--- config.mk ---
export PLATFORM = sky130hd
export DESIGN_NAME = coc_channel_on_off_control
export DESIGN_NICKNAME = d
export VERILOG_FILES = /design/src/coc_pkg.sv /design/src/coc_channel_on_off_control.sv
export SDC_FILE = /design/constraint.sdc
export NUM_CORES = 1
export LEC_CHECK = 0
export ABC_AREA = 1
export BUFFER_PORTS_ARGS = -buffer_cell sky130_fd_sc_hd__buf_2
export CAP_MARGIN = 20
export CORE_UTILIZATION = 40
export CTS_CLUSTER_DIAMETER = 120
export DETAILED_ROUTE_END_ITERATION = 7
export GPL_ROUTABILITY_DRIVEN = 0
export GPL_TIMING_DRIVEN = 0
export PLACE_DENSITY_LB_ADDON = 0.12
export SYNTH_ARGS = -nofsm -noshare
export SYNTH_HDL_FRONTEND = slang
export SYNTH_SLANG_ARGS = --single-unit
--- constraint.sdc ---
create_clock -name clock_i -period 3.2 [get_ports clock_i]
set_input_delay 0.48 -clock clock_i [delete_from_list [all_inputs] [get_ports clock_i]]
set_output_delay 0.48 -clock clock_i [all_outputs]
set_load 0.005 [all_outputs]
--- src/coc_pkg.sv ---
package coc_pkg;
  localparam int CLK_FREQ_MHZ = 25;
  localparam int NUM_CHAN = 4;
  // Start-up interval and wait tick, in microseconds
  localparam int INIT_TIME_US = 1000;
  localparam int TICK_TIME_US = 1000;
  localparam int INIT_CYCLES = INIT_TIME_US * CLK_FREQ_MHZ;
  localparam int TICK_CYCLES = TICK_TIME_US * CLK_FREQ_MHZ;

  localparam logic [7:0] CMD_OPERATION = 8'h01;
  localparam logic [7:0] CMD_ON_OFF_CFG = 8'h02;
  localparam logic [7:0] CMD_CHAN_CFG = 8'hd0;
  localparam logic [7:0] PAGE_ALL = 8'hff;

  localparam logic [7:0] ON_OFF_CFG_RESET = 8'h12;
  localparam logic [15:0] CHAN_CFG_RESET = 16'h0080;
  localparam logic [7:0] ON_OFF_WR_MASK = 8'h1d;
  localparam logic [7:0] ON_OFF_RD_ONES = 8'h02;
  localparam logic [15:0] CHAN_CFG_WR_MASK = 16'h7fff;
  localparam logic [1:0] OP_CTRL_RESET = 2'h0;

  localparam int OOC_CONTROLLED_ON = 4;
  localparam int OOC_USE_BUS = 3;
  localparam int OOC_USE_PIN = 2;
  localparam int OOC_FAST_OFF = 0;
  localparam int CC_CASCADE_ON = 14;
  localparam int CC_PIN_SEL_HI = 13;
  localparam int CC_PIN_SEL_LO = 12;
  localparam int CC_FAST_SERVO_OFF = 11;
  localparam int CC_SUP_LOW_RES = 10;
  localparam int OP_CTRL_HI = 7;
  localparam int OP_CTRL_LO = 6;

  localparam logic [1:0] OP_IMMEDIATE_OFF = 2'b00;
  localparam logic [1:0] OP_SEQUENCE_OFF = 2'b01;
  localparam logic [1:0] OP_SEQUENCE_ON = 2'b10;

  typedef enum logic [1:0] {
    CH_OFF = 2'b00,
    CH_WAIT_ON = 2'b01,
    CH_ON = 2'b11,
    CH_WAIT_OFF = 2'b10
  } coc_chan_state_type;

  typedef struct packed {
    logic wr;
    logic rd;
    logic [7:0] page;
    logic [7:0] code;
    logic [15:0] data;
  } coc_cmd_type;

  typedef struct packed {
    logic [15:0] init_cnt;
    logic init_done;
    logic [15:0] tick_cnt;
    logic tick;
    logic [NUM_CHAN-1:0][7:0] on_off_cfg;
    logic [NUM_CHAN-1:0][15:0] chan_cfg;
    logic [NUM_CHAN-1:0][1:0] op_ctrl;
    logic [NUM_CHAN-1:0] pin_prev;
    logic [NUM_CHAN-1:0][15:0] wait_cnt;
    logic [NUM_CHAN-1:0][1:0] chan_state;
    logic [NUM_CHAN-1:0] chan_on;
    logic [NUM_CHAN-1:0] fast_off;
    logic [NUM_CHAN-1:0] fast_servo_en;
    logic [NUM_CHAN-1:0] sup_low_res;
    logic [15:0] rd_data;
    logic rd_valid;
  } coc_state_type;
endpackage : coc_pkg

--- src/coc_channel_on_off_control.sv ---
// Function
// [RULE1] On/off configuration accepts writes to the all-channels page as well as single pages.
// [RULE2] Sequencing starts only while the input voltage comparator is above its on threshold.
// [RULE3] After power-up an initialization interval passes before turn-on wait timers may run.
// [RULE4] An external pin driver holds off for the minimum off interval before on again.
// [RULE5] Host waits one telemetry refresh interval after turn-on before trusting readback.
// [RULE6] On/off reads zero in bits 7:5, one in bit 1; channel config bit 15 reads zero.
// [RULE7] Controlled-on clear: channel powers up with sequencing; zero wait turns on at once.
// [RULE8] Controlled-on set: only enabled sources start it; no source enabled means never.
// [RULE9] Bus enable clear ignores the operation control field; set obeys it.
// [RULE10] Pin enable set requires the selected pin asserted, plus bus on-command if enabled.
// [RULE11] Pin turn-off uses turn-off wait, or with fast-off set stops output immediately.
// [RULE12] Cascade bit makes selected pin an on trigger; turn-off stays time based.
// [RULE13] Two-bit field picks which of four control pins drives the channel.
// [RULE14] Fast-servo disable bit: zero enables fast servo, one disables it.
// [RULE15] Supervisor resolution bit: zero high resolution, one coarse wide range.
// [RULE16] Operation control field: 00 immediate off, 10 sequence on, 01 sequence off.
// [RULE17] On/off configuration resets to 12h, controlled-on with no source enabled, so never starts.
// [RULE18] With both sources enabled, start needs pin asserted and bus on-command.
`timescale 1ns/100ps
module coc_channel_on_off_control
  import coc_pkg::*;
#(
  parameter int INIT_COUNT = INIT_CYCLES,
  parameter int TICK_COUNT = TICK_CYCLES
) (
  input wire logic clock_i,
  input wire logic reset_n_i,
  input wire logic cmd_wr_i,
  input wire logic cmd_rd_i,
  input wire logic [7:0] cmd_page_i,
  input wire logic [7:0] cmd_code_i,
  input wire logic [15:0] cmd_data_i,
  input wire logic [NUM_CHAN-1:0] control_pins_i,
  input wire logic input_above_on_i,
  input wire logic [NUM_CHAN-1:0][15:0] turn_on_wait_i,
  input wire logic [NUM_CHAN-1:0][15:0] turn_off_wait_i,
  output logic [15:0] rd_data_o,
  output logic rd_valid_o,
  output logic [NUM_CHAN-1:0] channel_on_o,
  output logic [NUM_CHAN-1:0] fast_off_o,
  output logic [NUM_CHAN-1:0] fast_servo_en_o,
  output logic [NUM_CHAN-1:0] sup_low_res_o
);

  localparam logic [15:0] INIT_LAST = 16'(INIT_COUNT - 1);
  localparam logic [15:0] TICK_LAST = 16'(TICK_COUNT - 1);

  coc_state_type state_reg;
  coc_state_type state_next;
  coc_cmd_type cmd;

  assign cmd = '{wr: cmd_wr_i, rd: cmd_rd_i, page: cmd_page_i, code: cmd_code_i,
                 data: cmd_data_i};

  function automatic logic page_hit(input logic [7:0] page, input int ch,
                                    input logic allow_all);
    page_hit = (page == 8'(ch)) || (allow_all && page == PAGE_ALL);
  endfunction : page_hit

  function automatic logic [7:0] on_off_view(input logic [7:0] cfg);
    on_off_view = (cfg & ON_OFF_WR_MASK) | ON_OFF_RD_ONES; // [RULE6]
  endfunction : on_off_view

  always_comb begin
    logic [7:0] cfg;
    logic [15:0] cc;
    logic pin;
    logic pin_rise;
    logic bus_on;
    logic bus_imm_off;
    logic bus_seq_off;
    logic pin_off;
    logic want_on;
    logic go_imm_off;
    logic go_seq_off;
    logic [1:0] rd_ch;
    cfg = '0;
    cc = '0;
    pin = 1'b0;
    pin_rise = 1'b0;
    bus_on = 1'b0;
    bus_imm_off = 1'b0;
    bus_seq_off = 1'b0;
    pin_off = 1'b0;
    want_on = 1'b0;
    go_imm_off = 1'b0;
    go_seq_off = 1'b0;
    rd_ch = '0;
    state_next = state_reg;

    // Power-up interval before any wait timer may start
    if (!state_reg.init_done) begin
      if (state_reg.init_cnt == INIT_LAST) begin
        state_next.init_done = 1'b1; // [RULE3]
      end else begin
        state_next.init_cnt = state_reg.init_cnt + 16'h0001;
      end
    end

    // Millisecond-style tick for the wait timers
    state_next.tick = 1'b0;
    if (state_reg.tick_cnt == TICK_LAST) begin
      state_next.tick_cnt = '0;
      state_next.tick = 1'b1;
    end else begin
      state_next.tick_cnt = state_reg.tick_cnt + 16'h0001;
    end

    for (int ch = 0; ch < NUM_CHAN; ch++) begin
      if (cmd.wr && cmd.code == CMD_ON_OFF_CFG && page_hit(cmd.page, ch, 1'b1)) begin
        state_next.on_off_cfg[ch] = cmd.data[7:0] & ON_OFF_WR_MASK; // [RULE1] [RULE6]
      end
      if (cmd.wr && cmd.code == CMD_OPERATION && page_hit(cmd.page, ch, 1'b1)) begin
        state_next.op_ctrl[ch] = cmd.data[OP_CTRL_HI:OP_CTRL_LO];
      end
      if (cmd.wr && cmd.code == CMD_CHAN_CFG && page_hit(cmd.page, ch, 1'b0)) begin
        state_next.chan_cfg[ch] = cmd.data & CHAN_CFG_WR_MASK; // [RULE6]
      end

      cfg = state_reg.on_off_cfg[ch];
      cc = state_reg.chan_cfg[ch];
      pin = control_pins_i[cc[CC_PIN_SEL_HI:CC_PIN_SEL_LO]]; // [RULE13]
      pin_rise = pin && !state_reg.pin_prev[ch];
      state_next.pin_prev[ch] = pin;

      // Bus control field counts only when bus control is enabled
      bus_on = cfg[OOC_USE_BUS] && state_reg.op_ctrl[ch] == OP_SEQUENCE_ON; // [RULE9] [RULE16]
      bus_imm_off = cfg[OOC_USE_BUS] && state_reg.op_ctrl[ch] == OP_IMMEDIATE_OFF; // [RULE16]
      bus_seq_off = cfg[OOC_USE_BUS] && state_reg.op_ctrl[ch] == OP_SEQUENCE_OFF; // [RULE16]
      pin_off = cfg[OOC_USE_PIN] && !pin; // [RULE10]

      if (!cfg[OOC_CONTROLLED_ON]) begin
        want_on = 1'b1; // [RULE7]
      end else if (!cfg[OOC_USE_BUS] && !cfg[OOC_USE_PIN]) begin
        want_on = 1'b0; // [RULE8]
      end else begin
        // Both enabled means both must agree
        want_on = (!cfg[OOC_USE_PIN] || pin) && // [RULE8] [RULE10] [RULE18]
                  (!cfg[OOC_USE_BUS] || bus_on);
        // Cascade start fires only on the pin's rising edge
        if (cc[CC_CASCADE_ON] && cfg[OOC_USE_PIN]) begin
          want_on = want_on && pin_rise; // [RULE12]
        end
      end

      if (cfg[OOC_CONTROLLED_ON]) begin
        go_imm_off = bus_imm_off ||
                     (pin_off && cfg[OOC_FAST_OFF] && !cc[CC_CASCADE_ON]); // [RULE11]
        // Cascade has no pin-driven fast turn-off, only the timed one
        go_seq_off = bus_seq_off || // [RULE11] [RULE12]
                     (pin_off && (!cfg[OOC_FAST_OFF] || cc[CC_CASCADE_ON]));
      end

      if (state_reg.tick && state_reg.wait_cnt[ch] != 16'h0000) begin
        state_next.wait_cnt[ch] = state_reg.wait_cnt[ch] - 16'h0001;
      end

      case (coc_chan_state_type'(state_reg.chan_state[ch]))
        CH_OFF: begin
          if (want_on && state_reg.init_done && input_above_on_i) begin // [RULE2] [RULE3]
            state_next.fast_off[ch] = 1'b0;
            if (turn_on_wait_i[ch] == 16'h0000) begin
              state_next.chan_state[ch] = CH_ON; // [RULE7]
              state_next.chan_on[ch] = 1'b1;
            end else begin
              state_next.wait_cnt[ch] = turn_on_wait_i[ch];
              state_next.chan_state[ch] = CH_WAIT_ON;
            end
          end
        end
        CH_WAIT_ON: begin
          if (go_imm_off || go_seq_off) begin
            state_next.chan_state[ch] = CH_OFF;
          end else if (state_reg.wait_cnt[ch] == 16'h0000) begin
            state_next.chan_state[ch] = CH_ON;
            state_next.chan_on[ch] = 1'b1;
          end
        end
        CH_ON: begin
          if (go_imm_off) begin
            state_next.chan_state[ch] = CH_OFF; // [RULE11]
            state_next.chan_on[ch] = 1'b0;
            state_next.fast_off[ch] = 1'b1;
          end else if (go_seq_off) begin
            if (turn_off_wait_i[ch] == 16'h0000) begin
              state_next.chan_state[ch] = CH_OFF;
              state_next.chan_on[ch] = 1'b0;
            end else begin
              state_next.wait_cnt[ch] = turn_off_wait_i[ch]; // [RULE11]
              state_next.chan_state[ch] = CH_WAIT_OFF;
            end
          end
        end
        CH_WAIT_OFF: begin
          if (go_imm_off) begin
            state_next.chan_state[ch] = CH_OFF;
            state_next.chan_on[ch] = 1'b0;
            state_next.fast_off[ch] = 1'b1;
          end else if (state_reg.wait_cnt[ch] == 16'h0000) begin
            state_next.chan_state[ch] = CH_OFF;
            state_next.chan_on[ch] = 1'b0;
          end
        end
        default: begin
          state_next.chan_state[ch] = CH_OFF;
          state_next.chan_on[ch] = 1'b0;
        end
      endcase

      state_next.fast_servo_en[ch] = !cc[CC_FAST_SERVO_OFF]; // [RULE14]
      state_next.sup_low_res[ch] = cc[CC_SUP_LOW_RES]; // [RULE15]
    end

    // Reads of the all-channels page show channel 0
    state_next.rd_valid = cmd.rd;
    if (cmd.rd) begin
      rd_ch = (cmd.page == PAGE_ALL) ? 2'h0 : cmd.page[1:0];
      state_next.rd_data = '0;
      if (cmd.page == PAGE_ALL || cmd.page < 8'(NUM_CHAN)) begin
        case (cmd.code)
          CMD_ON_OFF_CFG: state_next.rd_data = {8'h00, on_off_view(state_reg.on_off_cfg[rd_ch])};
          CMD_OPERATION: state_next.rd_data = {8'h00, state_reg.op_ctrl[rd_ch], 6'h00};
          CMD_CHAN_CFG: begin
            state_next.rd_data = state_reg.chan_cfg[rd_ch] & CHAN_CFG_WR_MASK; // [RULE6]
          end
          default: state_next.rd_data = '0;
        endcase
      end
    end
  end

  always_ff @(posedge clock_i) begin
    if (!reset_n_i) begin
      state_reg <= '0;
      for (int ch = 0; ch < NUM_CHAN; ch++) begin
        state_reg.on_off_cfg[ch] <= ON_OFF_CFG_RESET & ON_OFF_WR_MASK; // [RULE17]
        state_reg.chan_cfg[ch] <= CHAN_CFG_RESET;
        state_reg.op_ctrl[ch] <= OP_CTRL_RESET;
        state_reg.chan_state[ch] <= CH_OFF;
        state_reg.fast_servo_en[ch] <= 1'b1;
      end
    end else begin
      state_reg <= state_next;
    end
  end

  assign rd_data_o = state_reg.rd_data;
  assign rd_valid_o = state_reg.rd_valid;
  assign channel_on_o = state_reg.chan_on;
  assign fast_off_o = state_reg.fast_off;
  assign fast_servo_en_o = state_reg.fast_servo_en;
  assign sup_low_res_o = state_reg.sup_low_res;

endmodule : coc_channel_on_off_control

==> flow_summary_export.csv <==
group,metric,value,unit
pwr,irDropWorstVdd,0.000423,V
yosys,synthArstFlopShare,0,%
hold_path,min_to,"state_reg[162]",
setup_path,rr_worst_depth,11,
yosys,synth-main-ff-cell,"dfxtp_1",
finish,regArea,4520,um^2
sta,grt_setup_unrepaired,"false",
die,initial_core_util,40.7,%
hold_path,min_path_cells,3,
global_routing,grt_pass1_wl,75.7,mm
setup_path,path_cells,"buf_2 > nand2_1 > inv_1 > nand4_1 > nand2_1 > inv_1 > clkbuf_1 > o311ai_0 > a21oi_1",
finish,largest_register_ffs,190,
setup_path,critPathMaxFanout,10,
sta,slew_violations,0,
clock_network,htree_levels,1,
sta,period_minus_slack,2.56,ns
finish,layout-drive-gt1-share,14.9,%
setup_path,critPathArrivalTime,2.96,ns
yosys,synth-seq-cells,226,
run_status,violations,"DRC",
place,placedCellCount,2899,
finish,fin_cells,2951,
finish,multi_input_area,8290,um^2
sta,finalClockSkew,0.0202,ns
sta,finalSetupTns,0,ns
yosys,seq_area_frac_synth,31.2,%
run_status,status,"finished, violations left",
setup_path,rr_startpoint,"state_reg[161]",
sta,hold_viol,0,
setup_path,path_delay_family,"compound AO/OA/AOI/OAI gates",
detailed_routing,wl,48.3,mm
finish,final_nets,2663,
global_routing,antenna_found_initial,1,
clock_network,cts_tree,"done",
clock_network,hold_buffers,0,
pwr,power,10.6,mW
setup_path,crit_buf_inv,4,
clock_network,cts_buffer_depth,3,
yosys,synth_cell_type_count,55,
yosys,netlist_area,14500,um^2
clock_network,post-cts-setup-buffers,0,
clock_network,clk-insertion-delay-late,0.57,ns
die,chipWidth,192,um
global_routing,grt_overflow,0,
setup_path,end_kind,"register",
flow_run,drv_cap,0,
setup_path,r2r-end,"state_reg[82]",
sta,worst_pin_slew,1.10,ns
place,port_buffers,199,
setup_path,required,3.61,ns
place,dp_hpwl,36.6,mm
yosys,syn-num-nets,2434,
die,rows,69,
sta,fmax,391,MHz
setup_path,crit_slowest_cell,"o311ai_0",
detailed_routing,ant_nets,0,
yosys,yosysMostFrequentCell,"nand2_1",
detailed_routing,drcViolationCount,23,
hold_path,hold_class,"in2reg",
detailed_routing,num_vias,15800,
die,ios,202,
sta,post-route-period-util,79.9,%
yosys,avgSynthCellArea,6.48,um^2
clock_network,cts_resized,0,
finish,diodes,0,
die,dieArea,37000,um^2
global_routing,grt_pass1_vias,14600,
die,coreArea,35700,um^2
die,die_h,192,um
detailed_routing,drtPass1Iterations,8,
clock_network,numCtsBuffers,28,
setup_path,start_kind,"input port",
setup_path,critPathMaxStageDelay,0.95,ns
yosys,netlist_instances,2239,
finish,area_growth,17.9,%
global_routing,grt_max_degree,16,
setup_path,critPathKind,"in2reg",
setup_path,rrSetupSlack,0.82,ns
sta,finalSetupViolCount,0,
detailed_routing,first_iter_violations,1216,
detailed_routing,wl_per_cell,16.4,um
detailed_routing,vias_per_cell,5.34,
yosys,synthTopCellsByCount,"nand2_1 (458), a21oi_1 (252), inv_1 (244), dfxtp_1 (226), o21ai_0 (218)",
yosys,synth_top_cells_by_area,"dfxtp_1 (31%), nand2_1 (12%), a21oi_1 (8.7%), o21ai_0 (7.5%), inv_1 (6.3%)",
sta,relSlewSlack,26.5,%
hold_path,hp-start,"cmd_data_i[13]",
yosys,yosys_warnings,0,
clock_network,numClockSinks,226,
pwr,power_density,619,nW/um^2
yosys,synth_edf_count,0,
global_routing,grt_use_total,25.6,%
pwr,p_leak,7.79,nW
yosys,synth_largest_area_cell,"dfxtp_1",
clock_network,clk_pin_slew,0.06,ns
yosys,synth_top_area_share,31.2,%
clock_network,cts-root-buf,"clkbuf_16",
finish,fillers,3725,
==> layout by cell type (no fill, tap or decap), types with 5 or more instances in the layout <==
cell type / n
nand2_1: 458
o211ai_1: 40
inv_2: 13
o21a_1: 5
nor4_1: 30
ha_1: 26
o22ai_1: 10
nand4_1: 38
nor3_1: 44
o21ai_0: 218
nand3_1: 99
a211oi_1: 5
clkinv_2: 5
nor2_1: 207
clkbuf_16: 28
xnor2_1: 23
bufinv_16: 5
buf_6: 8
clkinv_1: 5
nand3_2: 5
clkbuf_1: 61
xor2_1: 37
a21oi_1: 252
buf_4: 36
buf_2: 223
a31oi_1: 17
nand2_2: 11
or2_2: 6
a21o_1: 10
inv_1: 244
o21ai_1: 23
dfxtp_1: 226
clkbuf_8: 6
o31ai_1: 6
nor3b_1: 6
o221ai_1: 8
o211ai_2: 8
==> routing by layer <==
layer	share of wire, %	track usage, %	up-vias
li1	-	-	7922
met1	46	34.6	7226
met2	45	42.4	528
met3	6.2	3.09	93
met4	2.8	7.90	0
met5	0	0	-
==> cell families after synthesis <==
group / after synthesis / share of synthesized area [%]
compound gates: 610 / 23.2
buf+inv: 390 / 11.7
fa+ha+maj: 26 / 2.24
simple gates: 926 / 28.0
xor+xnor: 60 / 3.62
other cells: 1 / 0.0259
flops: 226 / 31.2
==> layout make-up <==
type / instances / share of cell area [%]
inverter: 263 / 5.79
tap: 461 / 3.37
buffer: 127 / 4.13
clock buffer: 39 / 4.69
multi-input combinational: 1623 / 48.4
timing repair buffer: 199 / 5.82
clock inverter: 13 / 1.29
sequential: 226 / 26.5
==> where the power goes <==
| part | total (mW) | internal (mW) | switching (mW) |
|---|---|---|---|
| registers | 3.27 | 3.04 | 0.229 |
| logic | 3.86 | 1.42 | 2.44 |
| clock network | 3.47 | 2.16 | 1.31 |
==> worst max path at each step <==
stage / start / end / slack (ns) / cells past startpoint
detailed placement: cmd_page_i[1] / rd_data_o[7] / 0.07 / 9
finish: cmd_page_i[1] / rd_data_o[7] / 0.64 / 9
global placement: cmd_page_i[1] / rd_data_o[7] / 0.05 / 9
floorplan: state_reg[41] / state_reg[51] / 1.29 / 16
CTS: cmd_page_i[1] / rd_data_o[7] / 0.63 / 9
global route: cmd_page_i[1] / rd_data_o[7] / 0.48 / 9
==> through the flow <==
step	hold WS (ns)	utilization, %	cell area, um^2	worst slack (ns)
4_1_cts	0.186	48.0	17100	0.632
3_5_place_dp	0.389	45.1	16100	0.0734
3_3_place_gp	0.393	45.1	16100	0.0527
6_report	0.202	48.0	17100	0.644
5_1_grt	0.203	48.0	17100	0.482
2_1_floorplan	0.368	-	14500	1.29
==> worst reg2reg max path, stage by stage, from the launching register on <==
cell and delay, ns:
dfxtp_1 0.43, nand2_1 0.07, nand3_1 0.08, nand2_1 0.18, o211ai_1 0.22, nand3_1 0.09
nand2_1 0.12, nand3_1 0.30, buf_2 0.33, a21oi_1 0.16, o21ai_0 0.11, a31oi_1 0.20
(Power assumes the default switching activity.)
